## config.mk

```make
export PLATFORM = sky130hd
export DESIGN_NAME = pps_sequencer
export DESIGN_NICKNAME = d
export VERILOG_FILES = /design/src/hdl/pps_pkg.sv /design/src/hdl/pps_timer.sv /design/src/hdl/pps_freq_limiter.sv /design/src/hdl/pps_sequencer.sv
export VERILOG_INCLUDE_DIRS = /design/src /design/src/hdl
export SDC_FILE = /design/constraint.sdc
export NUM_CORES = 1
export LEC_CHECK = 0
export BUFFER_PORTS_ARGS = -buffer_cell sky130_fd_sc_hd__buf_2
export CAP_MARGIN = 20
export CORE_MARGIN = 1
export CORE_UTILIZATION = 60
export DETAILED_ROUTE_END_ITERATION = 7
export GPL_ROUTABILITY_DRIVEN = 0
export GPL_TIMING_DRIVEN = 0
export PLACE_DENSITY = 0.8
export SYNTH_ARGS = -nofsm -noshare
export SYNTH_HDL_FRONTEND = slang
export SYNTH_SLANG_ARGS = --single-unit
```

## constraint.sdc

```tcl
create_clock -name i_clock -period 3.8 [get_ports i_clock]
set_clock_uncertainty 0.05 [all_clocks]
set_input_delay 0.38 -clock i_clock [delete_from_list [all_inputs] [get_ports i_clock]]
set_output_delay 0.38 -clock i_clock [all_outputs]
set_load 0.005 [all_outputs]
```

## src/hdl/pps_defs.svh

```systemverilog
// timing counts, thresholds and limits of the protection sequencer
`ifndef PPS_DEFS_SVH
`define PPS_DEFS_SVH

// ------------------------------------------------------------
// thresholds in 0.1 mV units, 14 bits
// ------------------------------------------------------------
`define PPS_STARTUP_CURRENT_THRESHOLD 14'h157c
`define PPS_BURST_EXIT_CURRENT_THRESHOLD 14'h1d4c
`define PPS_NORMAL_CURRENT_THRESHOLD 14'h10b3

// ------------------------------------------------------------
// limits and timing
// ------------------------------------------------------------
`define PPS_OC1_EVENT_MAX 4'h8
`define PPS_CLK_HZ 10000000
`define PPS_RESTART_BREAK_MS 1000
`define PPS_RESTART_BREAK_CYC ((`PPS_CLK_HZ / 1000) * `PPS_RESTART_BREAK_MS)
`define PPS_BROWNOUT_BLANK_MS 120
`define PPS_BROWNOUT_BLANK_CYC ((`PPS_CLK_HZ / 1000) * `PPS_BROWNOUT_BLANK_MS)
`define PPS_PAUSE_NS 10000
`define PPS_PAUSE_CYC ((`PPS_PAUSE_NS + 99) / 100)
`define PPS_INIT_CYC 8'h10
`define PPS_SLOPE_STEP 16'h0010
`define PPS_CNT_W 24

`endif

```

## src/hdl/pps_pkg.sv

```systemverilog
// state types of the protection sequencer
package pps_pkg;

	typedef enum logic [2:0] {
		PPS_SYS_INIT = 3'b000,
		PPS_SYS_RUN = 3'b001,
		PPS_SYS_RESTART = 3'b010
	} pps_sys_t;

	typedef enum logic [2:0] {
		PPS_PFC_OFF = 3'b000,
		PPS_PFC_LOOPCHK = 3'b001,
		PPS_PFC_SOFT = 3'b010,
		PPS_PFC_NORMAL = 3'b011,
		PPS_PFC_PAUSE = 3'b100,
		PPS_PFC_RESTART = 3'b101,
		PPS_PFC_BROWN = 3'b110
	} pps_pfc_t;

	typedef enum logic [1:0] {
		PPS_HB_OFF = 2'b00,
		PPS_HB_BUSCHK = 2'b01,
		PPS_HB_SOFT = 2'b10,
		PPS_HB_NORMAL = 2'b11
	} pps_hb_t;

endpackage

```

## src/hdl/pps_timer.sv

```systemverilog
// load-and-count-down timer with done flag
`timescale 1ns/100ps
module pps_timer (
	// clock and reset
	input wire logic i_clock,
	input wire logic i_rst_n,
	// control
	input wire logic i_load,
	input wire logic [23:0] i_count,
	// status
	output logic o_done
);
	logic [23:0] cnt_r;
	logic [23:0] cnt_nxt;

	always_comb begin
		cnt_nxt = cnt_r;
		if (i_load) begin
			cnt_nxt = i_count;
		end else if (cnt_r != 24'h000000) begin
			cnt_nxt = cnt_r - 24'h000001;
		end
	end

	always_ff @(posedge i_clock or negedge i_rst_n) begin
		if (!i_rst_n) begin
			cnt_r <= 24'h000000;
		end else begin
			cnt_r <= cnt_nxt;
		end
	end

	assign o_done = (cnt_r == 24'h000000) && !i_load;
endmodule // pps_timer

```

## src/hdl/pps_freq_limiter.sv

```systemverilog
// level-one overcurrent frequency push-back and threshold select
`include "pps_defs.svh"
`timescale 1ns/100ps
module pps_freq_limiter (
	// clock and reset
	input wire logic i_clock,
	input wire logic i_rst_n,
	// context
	input wire logic i_active,
	input wire logic i_startup,
	input wire logic i_burst_exit,
	input wire logic i_cycle_strobe,
	input wire logic [13:0] i_shunt_mv10,
	input wire logic [15:0] i_feedback_freq,
	input wire logic [15:0] i_base_freq,
	// results
	output logic o_event,
	output logic o_limiting,
	output logic [15:0] o_freq
);
	logic [15:0] freq_r;
	logic [15:0] freq_nxt;
	logic lim_r;
	logic lim_nxt;
	logic [13:0] thr;
	logic over;

	always_comb begin
		if (i_startup) begin
			thr = `PPS_STARTUP_CURRENT_THRESHOLD;
		end else if (i_burst_exit) begin
			thr = `PPS_BURST_EXIT_CURRENT_THRESHOLD;
		end else begin
			thr = `PPS_NORMAL_CURRENT_THRESHOLD;
		end
	end

	assign over = i_shunt_mv10 > thr;

	always_comb begin
		freq_nxt = freq_r;
		lim_nxt = lim_r;
		if (!i_active) begin
			lim_nxt = 1'b0;
			freq_nxt = i_base_freq;
		end else if (i_cycle_strobe) begin
			if (over) begin
				// saturate rather than wrap at the top of the range
				if (!lim_r) begin
					freq_nxt = i_base_freq;
				end else if (freq_r < 16'hffff - `PPS_SLOPE_STEP) begin
					freq_nxt = freq_r + `PPS_SLOPE_STEP;
				end else begin
					freq_nxt = 16'hffff;
				end
				lim_nxt = 1'b1;
			end else if (lim_r) begin
				if (i_feedback_freq > freq_r) begin
					lim_nxt = 1'b0;
				end else if (freq_r > `PPS_SLOPE_STEP) begin
					freq_nxt = freq_r - `PPS_SLOPE_STEP;
				end
			end
		end
	end

	always_ff @(posedge i_clock or negedge i_rst_n) begin
		if (!i_rst_n) begin
			freq_r <= 16'h0000;
			lim_r <= 1'b0;
		end else begin
			freq_r <= freq_nxt;
			lim_r <= lim_nxt;
		end
	end

	assign o_event = i_active && i_cycle_strobe && over;
	assign o_limiting = lim_r;
	assign o_freq = lim_r ? freq_r : i_feedback_freq;
endmodule // pps_freq_limiter

```

## src/hdl/pps_sequencer.sv

```systemverilog
// protection and start-up sequencer for the correction and half-bridge stages
`include "pps_defs.svh"
`timescale 1ns/100ps

// Overview of operation
// - check level-one overcurrent once per half-bridge switching cycle from shunt sense
// - threshold 550 mV startup, 750 mV leaving burst, 427.5 mV normal
// - above threshold, raise half-bridge frequency at a configured slope
// - below threshold again, start lowering the raised frequency
// - hand back to feedback oscillator once its frequency is higher
// - count level-one events, maximum count of eight
// - level-two comparator trip puts whole system into auto-restart
// - latch the level-two comparator state for readback
// - auto-restart stops switching, waits break time, restarts with softstart
// - after supply turn-on, initialise setup values then enable both stages
// - correction stage disabled: no sampling, no pulses, gate held low
// - correction enable: check open loop first, softstart only if none
// - correction softstart limits integrator, goes normal near rated bus
// - overcurrent does not stop correction; overvoltage pauses until bus rated
// - prolonged conduction mode: correction auto-restart, then softstart after break
// - half-bridge disabled: no sampling, both gates low
// - half-bridge waits for start bus level, then falling time-ramp softstart
// - softstart ends when feedback frequency meets ramp frequency
// - undervoltage returns to bus check; open loop or overload in normal mode restart after break
// - block correction gate while on-time below minimum, release above it
// - correction overcurrent past blanking ends pulse; next on from zero-cross or timeout
// - brownout stops correction after blanking, half-bridge keeps switching
module pps_sequencer (
	// clock and reset
	input wire logic i_clock,
	input wire logic i_rst_n,
	// supply and bus conditions
	input wire logic i_supply_ok,
	input wire logic i_bus_open_loop,
	input wire logic i_bus_near_rated,
	input wire logic i_bus_at_rated,
	input wire logic i_bus_overvoltage_soft,
	input wire logic i_bus_overvoltage_hard,
	input wire logic i_bus_undervoltage,
	input wire logic i_halfbridge_start_bus_level,
	input wire logic i_ac_brownout,
	input wire logic i_ccm_prolonged,
	// correction stage
	input wire logic i_correction_pulse_req,
	input wire logic i_on_time_below_min,
	input wire logic i_correction_overcurrent_blanked,
	input wire logic i_zero_crossing_detect,
	input wire logic i_max_period_expired,
	// half-bridge stage
	input wire logic i_halfbridge_cycle,
	input wire logic [13:0] i_halfbridge_current_sense,
	input wire logic i_overcurrent_level_two,
	input wire logic i_halfbridge_open_loop,
	input wire logic i_halfbridge_overload,
	input wire logic i_burst_exit,
	input wire logic [15:0] i_feedback_oscillator_freq,
	input wire logic [15:0] i_time_ramp_oscillator_freq,
	input wire logic i_level_two_clear,
	// gate drive
	output logic o_correction_gate,
	output logic o_correction_sample_en,
	output logic o_integrator_limit,
	output logic o_halfbridge_gate_en,
	output logic o_halfbridge_sample_en,
	output logic o_ramp_run,
	// frequency and status
	output logic [15:0] o_halfbridge_freq,
	output logic o_freq_limiting,
	output logic o_level_two_latched,
	output logic [3:0] o_level_one_count,
	output logic o_system_restart
);
	// ------------------------------------------------------------
	// state
	// ------------------------------------------------------------
	pps_pkg::pps_sys_t sys_r, sys_nxt;
	pps_pkg::pps_pfc_t pfc_r, pfc_nxt;
	pps_pkg::pps_hb_t hb_r, hb_nxt;
	logic [3:0] oc1_cnt_r, oc1_cnt_nxt;
	logic l2_r, l2_nxt;
	logic gate_r, gate_nxt;
	logic armed_r, armed_nxt;
	logic [7:0] init_r, init_nxt;
	logic hb_brk_r, hb_brk_nxt;
	logic oc1_event, limiting, sys_fault, hb_fault, pfc_fault;
	logic sys_tmr_load, pfc_tmr_load, hb_tmr_load, blank_load;
	logic sys_tmr_done, pfc_tmr_done, hb_tmr_done, blank_done;
	logic [23:0] pfc_tmr_count;
	logic [15:0] lim_freq;

	// ------------------------------------------------------------
	// timers
	// ------------------------------------------------------------
	pps_timer u_sys_tmr (.i_clock(i_clock), .i_rst_n(i_rst_n), .i_load(sys_tmr_load),
		.i_count(24'(`PPS_RESTART_BREAK_CYC)), .o_done(sys_tmr_done));
	pps_timer u_pfc_tmr (.i_clock(i_clock), .i_rst_n(i_rst_n), .i_load(pfc_tmr_load),
		.i_count(pfc_tmr_count), .o_done(pfc_tmr_done));
	pps_timer u_hb_tmr (.i_clock(i_clock), .i_rst_n(i_rst_n), .i_load(hb_tmr_load),
		.i_count(24'(`PPS_RESTART_BREAK_CYC)), .o_done(hb_tmr_done));
	pps_timer u_blank_tmr (.i_clock(i_clock), .i_rst_n(i_rst_n), .i_load(blank_load),
		.i_count(24'(`PPS_BROWNOUT_BLANK_CYC)), .o_done(blank_done));

	pps_freq_limiter u_lim (
		.i_clock(i_clock),
		.i_rst_n(i_rst_n),
		.i_active(hb_r == pps_pkg::PPS_HB_SOFT || hb_r == pps_pkg::PPS_HB_NORMAL),
		.i_startup(hb_r == pps_pkg::PPS_HB_SOFT),
		.i_burst_exit(i_burst_exit),
		.i_cycle_strobe(i_halfbridge_cycle),
		.i_shunt_mv10(i_halfbridge_current_sense),
		.i_feedback_freq(i_feedback_oscillator_freq),
		.i_base_freq(hb_r == pps_pkg::PPS_HB_SOFT ? i_time_ramp_oscillator_freq : i_feedback_oscillator_freq),
		.o_event(oc1_event),
		.o_limiting(limiting),
		.o_freq(lim_freq)
	);

	// ------------------------------------------------------------
	// system level
	// ------------------------------------------------------------
	assign hb_fault = (hb_r == pps_pkg::PPS_HB_SOFT || hb_r == pps_pkg::PPS_HB_NORMAL);
	// level-two trip acts even while the latch is still set from before
	assign sys_fault = (hb_fault && i_overcurrent_level_two)
		|| (oc1_event && oc1_cnt_r == `PPS_OC1_EVENT_MAX - 4'h1);

	always_comb begin
		sys_nxt = sys_r;
		init_nxt = init_r;
		sys_tmr_load = 1'b0;
		oc1_cnt_nxt = oc1_cnt_r;
		l2_nxt = l2_r;
		if (oc1_event) begin
			oc1_cnt_nxt = oc1_cnt_r + 4'h1;
		end
		// set beats clear
		if (i_level_two_clear) begin
			l2_nxt = 1'b0;
		end
		if (i_overcurrent_level_two && hb_fault) begin
			l2_nxt = 1'b1;
		end
		case (sys_r)
			pps_pkg::PPS_SYS_INIT: begin
				if (!i_supply_ok) begin
					init_nxt = 8'h00;
				end else if (init_r == `PPS_INIT_CYC) begin
					sys_nxt = pps_pkg::PPS_SYS_RUN;
				end else begin
					init_nxt = init_r + 8'h01;
				end
				oc1_cnt_nxt = 4'h0;
			end
			pps_pkg::PPS_SYS_RUN: begin
				if (!i_supply_ok) begin
					sys_nxt = pps_pkg::PPS_SYS_INIT;
					init_nxt = 8'h00;
				end else if (sys_fault) begin
					sys_nxt = pps_pkg::PPS_SYS_RESTART;
					sys_tmr_load = 1'b1;
					oc1_cnt_nxt = 4'h0;
				end
			end
			pps_pkg::PPS_SYS_RESTART: begin
				oc1_cnt_nxt = 4'h0;
				if (sys_tmr_done) begin
					sys_nxt = pps_pkg::PPS_SYS_RUN;
				end
			end
			default: begin
				sys_nxt = pps_pkg::PPS_SYS_INIT;
			end
		endcase
	end

	// ------------------------------------------------------------
	// correction stage
	// ------------------------------------------------------------
	assign pfc_fault = (pfc_r == pps_pkg::PPS_PFC_SOFT || pfc_r == pps_pkg::PPS_PFC_NORMAL);

	always_comb begin
		pfc_nxt = pfc_r;
		pfc_tmr_load = 1'b0;
		pfc_tmr_count = 24'(`PPS_RESTART_BREAK_CYC);
		blank_load = 1'b0;
		if (sys_nxt != pps_pkg::PPS_SYS_RUN || sys_r != pps_pkg::PPS_SYS_RUN) begin
			pfc_nxt = pps_pkg::PPS_PFC_OFF;
		end else begin
			case (pfc_r)
				pps_pkg::PPS_PFC_OFF: pfc_nxt = pps_pkg::PPS_PFC_LOOPCHK;
				pps_pkg::PPS_PFC_LOOPCHK: begin
					if (!i_bus_open_loop) begin
						pfc_nxt = pps_pkg::PPS_PFC_SOFT;
					end
				end
				pps_pkg::PPS_PFC_SOFT: begin
					if (i_bus_near_rated) begin
						pfc_nxt = pps_pkg::PPS_PFC_NORMAL;
					end
				end
				pps_pkg::PPS_PFC_NORMAL: ;
				pps_pkg::PPS_PFC_PAUSE: begin
					if (i_bus_at_rated && pfc_tmr_done) begin
						pfc_nxt = pps_pkg::PPS_PFC_NORMAL;
					end
				end
				pps_pkg::PPS_PFC_RESTART: begin
					if (pfc_tmr_done) begin
						pfc_nxt = pps_pkg::PPS_PFC_SOFT;
					end
				end
				pps_pkg::PPS_PFC_BROWN: begin
					if (!i_ac_brownout) begin
						pfc_nxt = pps_pkg::PPS_PFC_LOOPCHK;
					end
				end
				default: pfc_nxt = pps_pkg::PPS_PFC_OFF;
			endcase
			// overcurrent only trims the pulse; it never enters this flow
			if (pfc_fault) begin
				if (!i_ac_brownout) begin
					blank_load = 1'b1;
				end else if (blank_done) begin
					pfc_nxt = pps_pkg::PPS_PFC_BROWN;
				end
				if (i_ccm_prolonged) begin
					pfc_nxt = pps_pkg::PPS_PFC_RESTART;
					pfc_tmr_load = 1'b1;
				end else if (i_bus_overvoltage_soft || i_bus_overvoltage_hard) begin
					pfc_nxt = pps_pkg::PPS_PFC_PAUSE;
					pfc_tmr_load = 1'b1;
					pfc_tmr_count = 24'(`PPS_PAUSE_CYC);
				end
			end else begin
				blank_load = 1'b1;
			end
		end
	end

	// gate pulse: ended by blanked overcurrent, re-armed by zero-cross or timeout
	always_comb begin
		gate_nxt = 1'b0;
		armed_nxt = armed_r;
		if (!pfc_fault) begin
			armed_nxt = 1'b1;
		end else begin
			if (i_correction_overcurrent_blanked && gate_r) begin
				armed_nxt = 1'b0;
			end else if (i_zero_crossing_detect || i_max_period_expired) begin
				armed_nxt = 1'b1;
			end
			gate_nxt = i_correction_pulse_req && armed_nxt && !i_on_time_below_min;
		end
	end

	// ------------------------------------------------------------
	// half-bridge stage
	// ------------------------------------------------------------
	always_comb begin
		hb_nxt = hb_r;
		hb_tmr_load = 1'b0;
		hb_brk_nxt = hb_brk_r;
		if (sys_nxt != pps_pkg::PPS_SYS_RUN || sys_r != pps_pkg::PPS_SYS_RUN) begin
			hb_nxt = pps_pkg::PPS_HB_OFF;
			hb_brk_nxt = 1'b0;
		end else begin
			case (hb_r)
				pps_pkg::PPS_HB_OFF: hb_nxt = pps_pkg::PPS_HB_BUSCHK;
				pps_pkg::PPS_HB_BUSCHK: begin
					if (i_halfbridge_start_bus_level && (!hb_brk_r || hb_tmr_done)) begin
						hb_nxt = pps_pkg::PPS_HB_SOFT;
						hb_brk_nxt = 1'b0;
					end
				end
				pps_pkg::PPS_HB_SOFT: begin
					if (i_feedback_oscillator_freq >= i_time_ramp_oscillator_freq) begin
						hb_nxt = pps_pkg::PPS_HB_NORMAL;
					end
				end
				pps_pkg::PPS_HB_NORMAL: ;
				default: hb_nxt = pps_pkg::PPS_HB_OFF;
			endcase
			if (hb_fault) begin
				if (i_bus_undervoltage) begin
					hb_nxt = pps_pkg::PPS_HB_BUSCHK;
				end else if (hb_r == pps_pkg::PPS_HB_NORMAL && (i_halfbridge_open_loop || i_halfbridge_overload)) begin
					hb_nxt = pps_pkg::PPS_HB_BUSCHK;
					hb_brk_nxt = 1'b1;
					hb_tmr_load = 1'b1;
				end
			end
		end
	end

	// ------------------------------------------------------------
	// registers
	// ------------------------------------------------------------
	always_ff @(posedge i_clock or negedge i_rst_n) begin
		if (!i_rst_n) begin
			sys_r <= pps_pkg::PPS_SYS_INIT;
			pfc_r <= pps_pkg::PPS_PFC_OFF;
			hb_r <= pps_pkg::PPS_HB_OFF;
			oc1_cnt_r <= 4'h0;
			l2_r <= 1'b0;
			gate_r <= 1'b0;
			armed_r <= 1'b1;
			init_r <= 8'h00;
			hb_brk_r <= 1'b0;
		end else begin
			sys_r <= sys_nxt;
			pfc_r <= pfc_nxt;
			hb_r <= hb_nxt;
			oc1_cnt_r <= oc1_cnt_nxt;
			l2_r <= l2_nxt;
			gate_r <= gate_nxt;
			armed_r <= armed_nxt;
			init_r <= init_nxt;
			hb_brk_r <= hb_brk_nxt;
		end
	end

	// ------------------------------------------------------------
	// outputs
	// ------------------------------------------------------------
	assign o_correction_gate = gate_r;
	assign o_correction_sample_en = (pfc_r != pps_pkg::PPS_PFC_OFF) && (pfc_r != pps_pkg::PPS_PFC_BROWN);
	assign o_integrator_limit = (pfc_r == pps_pkg::PPS_PFC_SOFT);
	assign o_halfbridge_gate_en = hb_fault;
	assign o_halfbridge_sample_en = (hb_r != pps_pkg::PPS_HB_OFF);
	assign o_ramp_run = (hb_r == pps_pkg::PPS_HB_SOFT);
	assign o_halfbridge_freq = hb_fault ? lim_freq : 16'h0000;
	assign o_freq_limiting = limiting;
	assign o_level_two_latched = l2_r;
	assign o_level_one_count = oc1_cnt_r;
	assign o_system_restart = (sys_r == pps_pkg::PPS_SYS_RESTART);
endmodule // pps_sequencer

```

# Word level (Yosys, flattened, before mapping)
# Index checks and enable logic that the tools add are counted.
# op_classes
div	0
bitwise	0
n_lt_le_gt_ge	5
n_shift	0
n_reduce_logical	51
n_mul	0
n_addsub	8
n_eq_ne	22
mux	90
# ops
op	n
24-bit 2-to-1 mux	12
16-bit 2-to-1 mux	11
24-bit zero test	4
24-bit nonzero test	4
24-bit by 1-bit subtractor with 24-bit output, second input constant	4
3-bit 2-to-1 mux	16
1-bit 2-to-1 mux	32
12-bit 2-to-1 mux	2
8-bit 2-to-1 mux	3
3-bit case mux with 7 select lines	1
16-bit by 5-bit adder with 16-bit output, second input constant	1
16-bit greater-or-equal comparator	1
16-bit > comparator	1
16-bit by 5-bit > comparator with 1-bit output, second input constant	1
16-bit < comparator, second input constant	1
8-bit case mux with 2 select lines	1
16-bit by 5-bit subtractor with 16-bit output, second input constant	1
1-bit logical AND	15
14-bit by 13-bit > comparator with 1-bit output	1
2-bit nonzero test	7
2-bit 2-to-1 mux	6
4-bit 2-to-1 mux	3
3-bit by 1-bit inequality test with 1-bit output, second input constant	4
3-bit by 2-bit equality test with 1-bit output, second input constant	3
other kinds (22)	41
# word_totals
ff_bits	137
romBits	0
ram_bits	0
memories	0
word_cells	191
latchBits	0
input_bits	69

# Depth between registers and ports, before layout
# Gate-level depths: netlist (run 1).
# depth
word_depth	27
ltp_mapped	18
ltp_nobuf	12

# By module
# Synthesis (run 1) repeated with hierarchy kept, for this count alone.
# unflattened
hier_cells	1216
hier_area_um2	10471.3
# by_module_without_submodules
module	n_inst	area_per_inst_um2	cells_each	seq_area_each_um2
pps_timer (u_blank_tmr ...)	3	1507.7	166	600.6
pps_freq_limiter	1	2371.0	280	425.4
pps_sequencer	1	2053.2	268	601.8
pps_timer (u_sys_tmr)	1	1524.0	170	600.6

# Worst setup path before layout (run 1)
# OpenSTA, ideal clock, no wires.
# synth_timing
path_kind	register -> register
from	register hb_r[1]
to	register u_lim.freq_r[14]
setup_slack_ns	0.540
setup_time_ns	0.124
arrival_time_ns	3.086
t_required_ns	3.626
stages_incl_launch_ff	17
cell_sequence	dfrtp_1 -> buf_2 -> nand2b_1 -> buf_6 -> clkbuf_1 -> nand2_1 -> ha_1 -> nand2_1 -> nor3_1 -> o211ai_1 -> o221a_1 -> buf_6 -> or2_0 -> buf_2 -> a31o_4 -> buf_6 -> o31a_1
# synth_via
elab_chain_cells	6
word_cells_on_any_way	15
# synth_rtl
element	line_no	source
start, declared	pps_sequencer.sv:78	pps_pkg::pps_hb_t hb_r, hb_nxt;
start signal, assigned	pps_sequencer.sv:301	hb_r <= pps_pkg::PPS_HB_OFF;
start signal, assigned	pps_sequencer.sv:311	hb_r <= hb_nxt;
2-bit equality test	pps_sequencer.sv:106, pps_sequencer.sv:107, pps_sequencer.sv:112	
12-bit 2-to-1 mux / 16-bit 2-to-1 mux (equally long branches)	pps_freq_limiter.sv:29, pps_sequencer.sv:112	
14-bit by 13-bit > comparator with 1-bit output / 16-bit 2-to-1 mux (equally long branches)	pps_freq_limiter.sv:38, pps_freq_limiter.sv:49	
16-bit 2-to-1 mux	pps_freq_limiter.sv:47	if (over) begin
16-bit 2-to-1 mux	pps_freq_limiter.sv:46	end else if (i_cycle_strobe) begin
16-bit 2-to-1 mux	pps_freq_limiter.sv:43	if (!i_active) begin
end signal, assigned	pps_freq_limiter.sv:72	freq_r <= freq_nxt;
end, declared	pps_freq_limiter.sv:21	logic [15:0] freq_r;
# Parallel ways exist; a longest one is shown, timed or not. The select of a mux whose other input is x is not followed.
# A chain may end at the register's enable or synchronous reset.

# Worst setup path in the final report (run 1)
# layout_timing
from	register hb_r[0]
to	register hb_brk_r
# layout_via
elab_chain_cells	26
word_cells_on_any_way	37
# layout_rtl
element	line_no	source
2-bit equality test (on tied branches)	n/a	
12-bit 2-to-1 mux / 1-bit logical OR (equally long branches)	pps_freq_limiter.sv:29, pps_sequencer.sv:106, pps_sequencer.sv:121	
14-bit by 13-bit > comparator with 1-bit output / 1-bit logical AND (equally long branches)	pps_freq_limiter.sv:38, pps_freq_limiter.sv:77	
1-bit logical AND	pps_freq_limiter.sv:77	assign o_event = i_active && i_cycle_strobe && over;
1-bit logical AND	pps_sequencer.sv:124	|| (oc1_event && oc1_cnt_r == `PPS_OC1_EVENT_MAX - 4'h1);
1-bit logical OR	pps_sequencer.sv:123	assign sys_fault = (hb_fault && i_overcurrent_level_two)
1-bit 2-to-1 mux	pps_sequencer.sv:157	end else if (sys_fault) begin
1-bit 2-to-1 mux	pps_sequencer.sv:154	if (!i_supply_ok) begin
(+11 left out)	n/a	
1-bit logical AND	pps_sequencer.sv:269	if (i_halfbridge_start_bus_level && (!hb_brk_r || hb_tmr_done)) begin
1-bit 2-to-1 mux	pps_sequencer.sv:269	
1-bit 2-to-1 mux	pps_sequencer.sv:266	case (hb_r)
1-bit 2-to-1 mux	pps_sequencer.sv:285	end else if (hb_r == pps_pkg::PPS_HB_NORMAL && (i_halfbridge_open_loop || i_halfbridge_overload)) begin
1-bit 2-to-1 mux	pps_sequencer.sv:283	if (i_bus_undervoltage) begin
1-bit 2-to-1 mux	pps_sequencer.sv:282	if (hb_fault) begin
1-bit 2-to-1 mux *	pps_sequencer.sv:262	if (sys_nxt != pps_pkg::PPS_SYS_RUN || sys_r != pps_pkg::PPS_SYS_RUN) begin
named net hb_brk_nxt	pps_sequencer.sv:84	logic hb_brk_r, hb_brk_nxt;
end signal, assigned	pps_sequencer.sv:317	hb_brk_r <= hb_brk_nxt;
end, declared	pps_sequencer.sv:84	
# Mark *: on every way through the listed nets, which the timed path passes. The rest lies on a longest branch.

==> results of run 1 <==
per-layer routing:
layer,vias up,track usage [%],part of all wire (%)
met4,0,12.5,2.3
met1,3896,40.1,44
met2,321,47.4,47
met5,-,0,0
met3,43,5.69,6.5
li1,3989,-,-
area by class of cell:
class,count,area [sq um],area share [%]
Clock buffer,22,474,4.52
Inverter,54,203,1.93
Timing Repair Buffer,100,564,5.37
Multi-Input combinational cell,831,5280,50.3
Buffer,42,205,1.95
Clock inverter,10,116,1.11
Sequential cell,137,3430,32.7
Tap cell,184,230,2.19
registers in the layout, summed over array words and instances (netlist names):
register	flops
u_blank_tmr.cnt_r	24
u_hb_tmr.cnt_r	24
u_pfc_tmr.cnt_r	24
u_sys_tmr.cnt_r	24
u_lim.freq_r	16
init_r	8
o_level_one_count	4
pfc_r	3
sys_r	3
hb_r	2
armed_r	1
hb_brk_r	1
o_correction_gate	1
o_level_two_latched	1
u_lim.o_limiting	1
stage by stage:
| step | area, sq um | std cells | power, W | TNS (ns) | setup slack [ns] |
|---|---|---|---|---|---|
| CTS | 10500 | 1378 | 0.00347 | 0 | 0.0309 |
| detailed placement | 9830 | 1345 | 0.00182 | -9.70 | -0.278 |
| global route | 10500 | 1380 | 0.00358 | 0 | 0.0126 |
| floorplan | 9090 | 1064 | 0.00168 | 0 | 0.540 |
| finish | 10500 | 1380 | 0.00345 | 0 | 0.204 |
| global placement | 9800 | 1344 | 0.00180 | -8.88 | -0.284 |
where the power goes:
part           switching [W]  internal (W)
sequential         0.0000184       0.00147
clock               0.000633       0.00102
combinational       0.000182      0.000122
logic make-up after synthesis:
group                      share of synthesized area (%)
xor gates and xnor gates                            8.96
DFF                                                 37.7
buffers and inverters                               4.35
and+or+nand+nor                                     25.0
muxes                                               3.21
other                                             0.0413
adders and majority gates                           7.02
AOI/OAI and AO/OA                                   13.6
worst max-delay path by stage:
stage / from / cells after the start / endpoint / slack, ns
floorplan: hb_r[1] / 16 / u_lim.freq_r[14] / 0.54
global placement: hb_r[1] / 14 / u_blank_tmr.cnt_r[15] / -0.28
detailed placement: hb_r[1] / 14 / u_hb_tmr.cnt_r[16] / -0.28
CTS: hb_r[0] / 16 / u_pfc_tmr.cnt_r[9] / 0.03
global route: hb_r[1] / 16 / hb_brk_r / 0.01
finish: hb_r[0] / 16 / hb_brk_r / 0.20
what timing repair did:
| action | 4_1_cts | 5_1_grt |
|---|---|---|
| setup buffers | 0 | 2 |
| gates resized for setup | 4 | 9 |
| hold buffers | 1 | 0 |
| setup endpoints to repair | 63 | 88 |
| pin swaps | 0 | 3 |
| endpoints found under the hold margin | 40 | 0 |
worst max-delay path: cells and delay by family, from the launching register on:
kind / cells / cell delay [ns]
buffers and inverters: 6 / 1.08
adders and majority gates: 1 / 0.28
AOI/OAI and AO/OA: 4 / 0.77
DFF: 1 / 0.44
and+or+nand+nor: 5 / 0.81
placed cells by master, fill, tap and decap left out, types with 24 or more instances in the layout:
| cell type | instances |
|---|---|
| sky130_fd_sc_hd__xor2_1 | 29 |
| sky130_fd_sc_hd__nand3_1 | 33 |
| sky130_fd_sc_hd__dfrtp_1 | 136 |
| sky130_fd_sc_hd__nor2_1 | 136 |
| sky130_fd_sc_hd__o21ai_0 | 55 |
| sky130_fd_sc_hd__inv_1 | 53 |
| sky130_fd_sc_hd__nor3_1 | 42 |
| sky130_fd_sc_hd__xnor2_1 | 64 |
| sky130_fd_sc_hd__mux2i_1 | 28 |
| sky130_fd_sc_hd__clkbuf_1 | 25 |
| sky130_fd_sc_hd__a21oi_1 | 52 |
| sky130_fd_sc_hd__buf_2 | 104 |
| sky130_fd_sc_hd__ha_1 | 51 |
| sky130_fd_sc_hd__nor4_1 | 24 |
| sky130_fd_sc_hd__nand2_1 | 111 |
==> metrics.md, run 1 <==
| Metric | Value |
|---|---|
| Slew HR | `47.3%` |
| Area of the die | `~16,000 sq um` |
| Req. time, crit path | `4.04 ns` |
| Worst Tran Pin Value | `0.784 ns` |
| Hold path start | `i_on_time_below_min` |
| Count of cell types in the netlist | `72` |
| Leakage power summed over all cells | `around 4.3 nW` |
| Synthesized Nets | `1,184` |
| Endpoint class of the critical path | `flop` |
| Maximum level of the CTS H-tree | `4` |
| Post-detailed-route wirelength per cell | `16.2 um` |
| Post-synth EDFFs | `0` |
| Synth Area per Inst | `8.54 sq um` |
| Number of cell rows | `44` |
| Fraction of final layout cells sized beyond drive strength 1 | `13.8%` |
| Fraction of the cycle the final worst path needs | `94.6%` |
| Vias per std cell | `approximately 6.0` |
| Antenna diode count | `0` |
| CTS clock-pin slew for the worst setup and hold paths | `~0.060 ns` |
| Reg-to-reg critical path startpoint | `hb_r[0]` |
| Worst hold path cell count | `2` |
| Critical Path AT | `~3.8 ns` |
| Worst hold endpoint | `o_correction_gate` |
| Effective utilization at floorplan | `~62%` |
| Total core area | `14,600 sq um` |
| Sequential fraction of the synthesis area | `37.7%` |
| Hold Path Class | `in2reg` |
| Worst hold margin | `0.0595 ns` |
| Synth top area cells | `sky130_fd_sc_hd__dfrtp_1, sky130_fd_sc_hd__ha_1, sky130_fd_sc_hd__xnor2_1` |
| Utilization after layout | `around 72%` |
| Startpoint kind of the worst setup timing path | `flop` |
| Clock sink total | `approximately 140` |
| Worst flop-to-flop path endpoint | `hb_brk_r` |
| Final layout net count | `around 1.3k` |
| Cell with the largest stage delay on the worst path | `sky130_fd_sc_hd__dfrtp_1` |
| Post-route ant nets | `0` |
| Type of the setup path with the least slack | `reg2reg` |
| Die H | `125 um` |
| Pre-Repair DR Iteration Count | `8` |
| Via count | `just over 8k` |
| Wire length of the first global-routing pass | `37,700 um` |
| Maximum buffer depth of the clock tree | `2` |
| Violated checks | `design-rule violations` |
| Area share of the largest cell type after synthesis | `37.5%` |
| Synthesized flop and latch total | `137` |
| Fin. Hold Viols | `0` |
| Total wire length | `22,400 um` |
| TritonCTS clock tree | `yes` |
| Overall track demand over capacity in global routing | `between 20 and 30%` |
| Top cell type by total area after synthesis | `sky130_fd_sc_hd__dfrtp_1` |
| RSZ-0062 raised after global routing | `false` |
| Critical path fanouts, max | `10` |
| Pwr Density | `328 nW/um^2` |
| Number of port buffers | `96` |
| Mapped Area | `9090 sq um` |
| Area growth, synth to finish | `15.6%` |
| Final setup violating endpoints | `0` |
| Clock latency reported for the late side of the worst-skew pair | `0.42 ns` |
| Maximum VDD drop | `0.335 mV` |
| Total congestion overflow | `0` |
| Number of DRC markers in iteration 0 | `between 600 and 700` |
| Num ports | `98` |
| Number of antenna violations at the first check in global routing | `0` |
| Count of mapped cells out of synthesis | `about 1.1k` |
| Max capacitance violation total | `0` |
| DRC viols | `2` |
| Vias in the first global route | `7,888` |
| Slew Limit Fails | `0` |
| Final Critical Period | `approximately 3.6 ns` |
| Register-to-register path setup slack | `0.20 ns` |
| CTS Root Buffer Type | `sky130_fd_sc_hd__clkbuf_16` |
| Primary flip-flop cell chosen by synthesis mapping | `sky130_fd_sc_hd__dfrtp_1` |
| Logic depth of the worst register-to-register path | `16` |
| Synth async-reset ratio | `100%` |
| Filler cells | `1,154` |
| Width of the die | `125 um` |
| Delay of the slowest cell on the worst path | `0.44 ns` |
| Pin count of the biggest net entering global routing | `98` |
| Yosys warnings | `0` |
| Number of buffers created by CTS | `17` |
| Max frequency | `278 MHz` |
| Post-DP HPWL | `15,900 um` |
| Worst path cell trace | `nand2b_1 -> buf_6 -> clkbuf_4 -> nand2_1 -> inv_1 -> ha_1 -> and3_1 -> nand2_1 -> o211a_1 -> o221a_1 -> buf_6 -> nor2_2 -> buf_2 -> a31o_2 -> buf_2 -> o21ai_0` |
| Most numerous cell types in the synthesized netlist | `sky130_fd_sc_hd__dfrtp_1, sky130_fd_sc_hd__nor2_1, sky130_fd_sc_hd__nand2_1, sky130_fd_sc_hd__xnor2_1, sky130_fd_sc_hd__o21ai_0` |
| Outcome | `finished with violations` |
Power figures use the tool's default switching activity.
==> inputs of run 2 (changes only) <==
CAP_MARGIN = not set   (was 20)
CTS_BUF_LIST = sky130_fd_sc_hd__clkbuf_16   (was not set)
==> metrics.md, run 2 (synthesis gave the netlist of run 1 again) <==
| Metric | Value |
|---|---|
| Outcome | `completed` |
| Final Critical Period | `3.61 ns` |
| CTS Root Buffer Type | `sky130_fd_sc_hd__clkbuf_16` |
| Fraction of the cycle the final worst path needs | `95.1%` |
| Vias in the first global route | `between 7k and 8k` |
| Total wire length | `22,300 um` |
| Via count | `8,214` |
| Overall power consumption | `0.00339 W` |
| Accumulated negative setup slack | `0 ns` |
| Number of port buffers | `96` |
| Slew Limit Fails | `0` |
| Post-DP HPWL | `15,900 um` |
| TritonCTS clock tree | `yes` |
| Worst hold margin | `~0.057 ns` |
| Maximum level of the CTS H-tree | `4` |
| Pre-Repair DR Iteration Count | `7` |
| Cell with the largest stage delay on the worst path | `sky130_fd_sc_hd__dfrtp_1` |
| Post-detailed-route wirelength per cell | `16.2 um` |
| Num ports | `around 100` |
| Type of the setup path with the least slack | `reg2reg` |
| Number of cells after detailed placement | `1,345` |
| Clock latency reported for the late side of the worst-skew pair | `0.43 ns` |
| Part of the total power dissipated in combinational logic | `roughly 9.0%` |
| Area of the die | `15,600 sq um` |
| Antenna diode count | `0` |
| Maximum buffer depth of the clock tree | `2` |
| Overall track demand over capacity in global routing | `29.6%` |
| Slew HR | `between 40% and 50%` |
| Clock sink total | `137` |
| Delay of the slowest cell on the worst path | `0.44 ns` |
| Area growth, synth to finish | `15.2%` |
| Width of the die | `around 130 um` |
| Final layout net count | `1,303` |
| Endpoint class of the critical path | `flop` |
| Number of cell rows | `44` |
| Post-layout worst setup margin | `0.188 ns` |
| Total internal power | `0.00255 W` |
| Hold Path Class | `in2reg` |
| CTS clock-pin slew for the worst setup and hold paths | `roughly 0.060 ns` |
| Die H | `approximately 130 um` |
| Critical path fanouts, max | `10` |
| Number of buffers created by CTS | `17` |
| Critical Path AT | `3.85 ns` |
| Max capacitance violation total | `0` |
| Effective utilization at floorplan | `62.1%` |
| Worst path cell trace | `nand2b_1 -> buf_6 -> clkbuf_4 -> nand2_1 -> inv_1 -> ha_1 -> and3_1 -> nand2_1 -> o211a_1 -> o221a_1 -> buf_6 -> nor2_2 -> buf_2 -> a31o_2 -> buf_2 -> o21ai_0` |
| Clock network power share | `between 40% and 50%` |
| Delay-heaviest family, CP | `buffers and inverters` |
| Most used cells in the layout excluding fill and tap cells | `sky130_fd_sc_hd__nor2_1, sky130_fd_sc_hd__dfrtp_1, sky130_fd_sc_hd__nand2_1` |
| RSZ-0062 raised after global routing | `false` |
| Fin. Hold Viols | `0` |
| Vias per std cell | `just under 6` |
| Pwr Density | `324 nW/um^2` |
| Total core area | `14,600 sq um` |
| Number of DRC markers in iteration 0 | `708` |
| Pin count of the biggest net entering global routing | `98` |
| Switching Power | `0.000842 W` |
| Post-place setup slack | `-0.278 ns` |
| Number of cells in the finished layout apart from fillers | `roughly 1.4k` |
| Final setup violating endpoints | `0` |
| Number of antenna violations at the first check in global routing | `0` |
| Post-route ant nets | `0` |
| Total congestion overflow | `0` |
| Maximum VDD drop | `~0.33 mV` |
| Worst Tran Pin Value | `0.769 ns` |
| Startpoint kind of the worst setup timing path | `flop` |
| Req. time, crit path | `4.04 ns` |
| Fraction of final layout cells sized beyond drive strength 1 | `13.5%` |
| Leakage power summed over all cells | `4.27 nW` |
| DRC viols | `0` |
| Register share of total power | `44.0%` |
| Max frequency | `277 MHz` |
| Wire length of the first global-routing pass | `37,500 um` |
| Number of buffers and inverters on the critical path | `6` |
| Net switching fraction of the power | `24.8%` |
[run 2: cell count changes in the layout (fill, tap and decap cells not counted)]
cell,before,now
sky130_fd_sc_hd__clkbuf_8,3,0
sky130_fd_sc_hd__inv_1,53,55
sky130_fd_sc_hd__clkinv_1,0,3
sky130_fd_sc_hd__clkbuf_1,25,23
[run 2: path summary, 6_finish.rpt]
path	start	endpoint	slack (ns)	cells past startpoint
max	hb_r[0]	hb_brk_r	0.19	16
max in group asynchronous	i_rst_n	armed_r	2.49	3
min	i_on_time_below_min	o_correction_gate	0.06	2
max reg2reg	hb_r[0]	hb_brk_r	0.19	16
min in group asynchronous	i_rst_n	u_sys_tmr.cnt_r[8]	0.39	2
min reg2reg	u_hb_tmr.cnt_r[23]	u_hb_tmr.cnt_r[23]	0.48	2
[run 2: what timing repair did]
action                     CTS  global route
hold endpoints to repair    40             0
gates cloned                 0             0
pin swaps                    0             3
setup endpoints to repair   63            88
gates resized for setup      4             9
buffers inserted             0             2
hold buffers                 1             0
[run 2: power groups by stage]
stage | combinational, W | clock, W | sequential, W
global route | 0.000345 | 0.00167 | 0.00149
CTS | 0.000303 | 0.00161 | 0.00149
finish | 0.000305 | 0.00159 | 0.00149
detailed placement | 0.000299 | 0 | 0.00152
global placement | 0.000288 | 0 | 0.00152
floorplan | 0.000170 | 0 | 0.00151
[run 2: through the flow]
stage	cell area [sq um]	util, %
4_1_cts	10400	71.2
5_1_grt	10500	71.5
6_report	10500	71.5
3_3_place_gp	9800	66.9
3_5_place_dp	9830	67.1
2_1_floorplan	9090	-
[run 2: cell type report]
type,count,area (sq um)
multi-input cells,831,5280
fillers,1154,4170
flip-flops and latches,137,3430
repair buffers,100,564
clock buffers,17,425
well taps,184,230
plain buffers,42,205
inverters,54,203
clock inverters,15,135
[run 2: metal layers]
metal  track usage [%]  up-vias  share of wire [%]
li1                  -     3985                  -
met1              40.0     3856                 44
met2              47.1      323                 47
met3              5.18       50                6.7
met4              13.1        0                2.8
met5                 0        -                  0
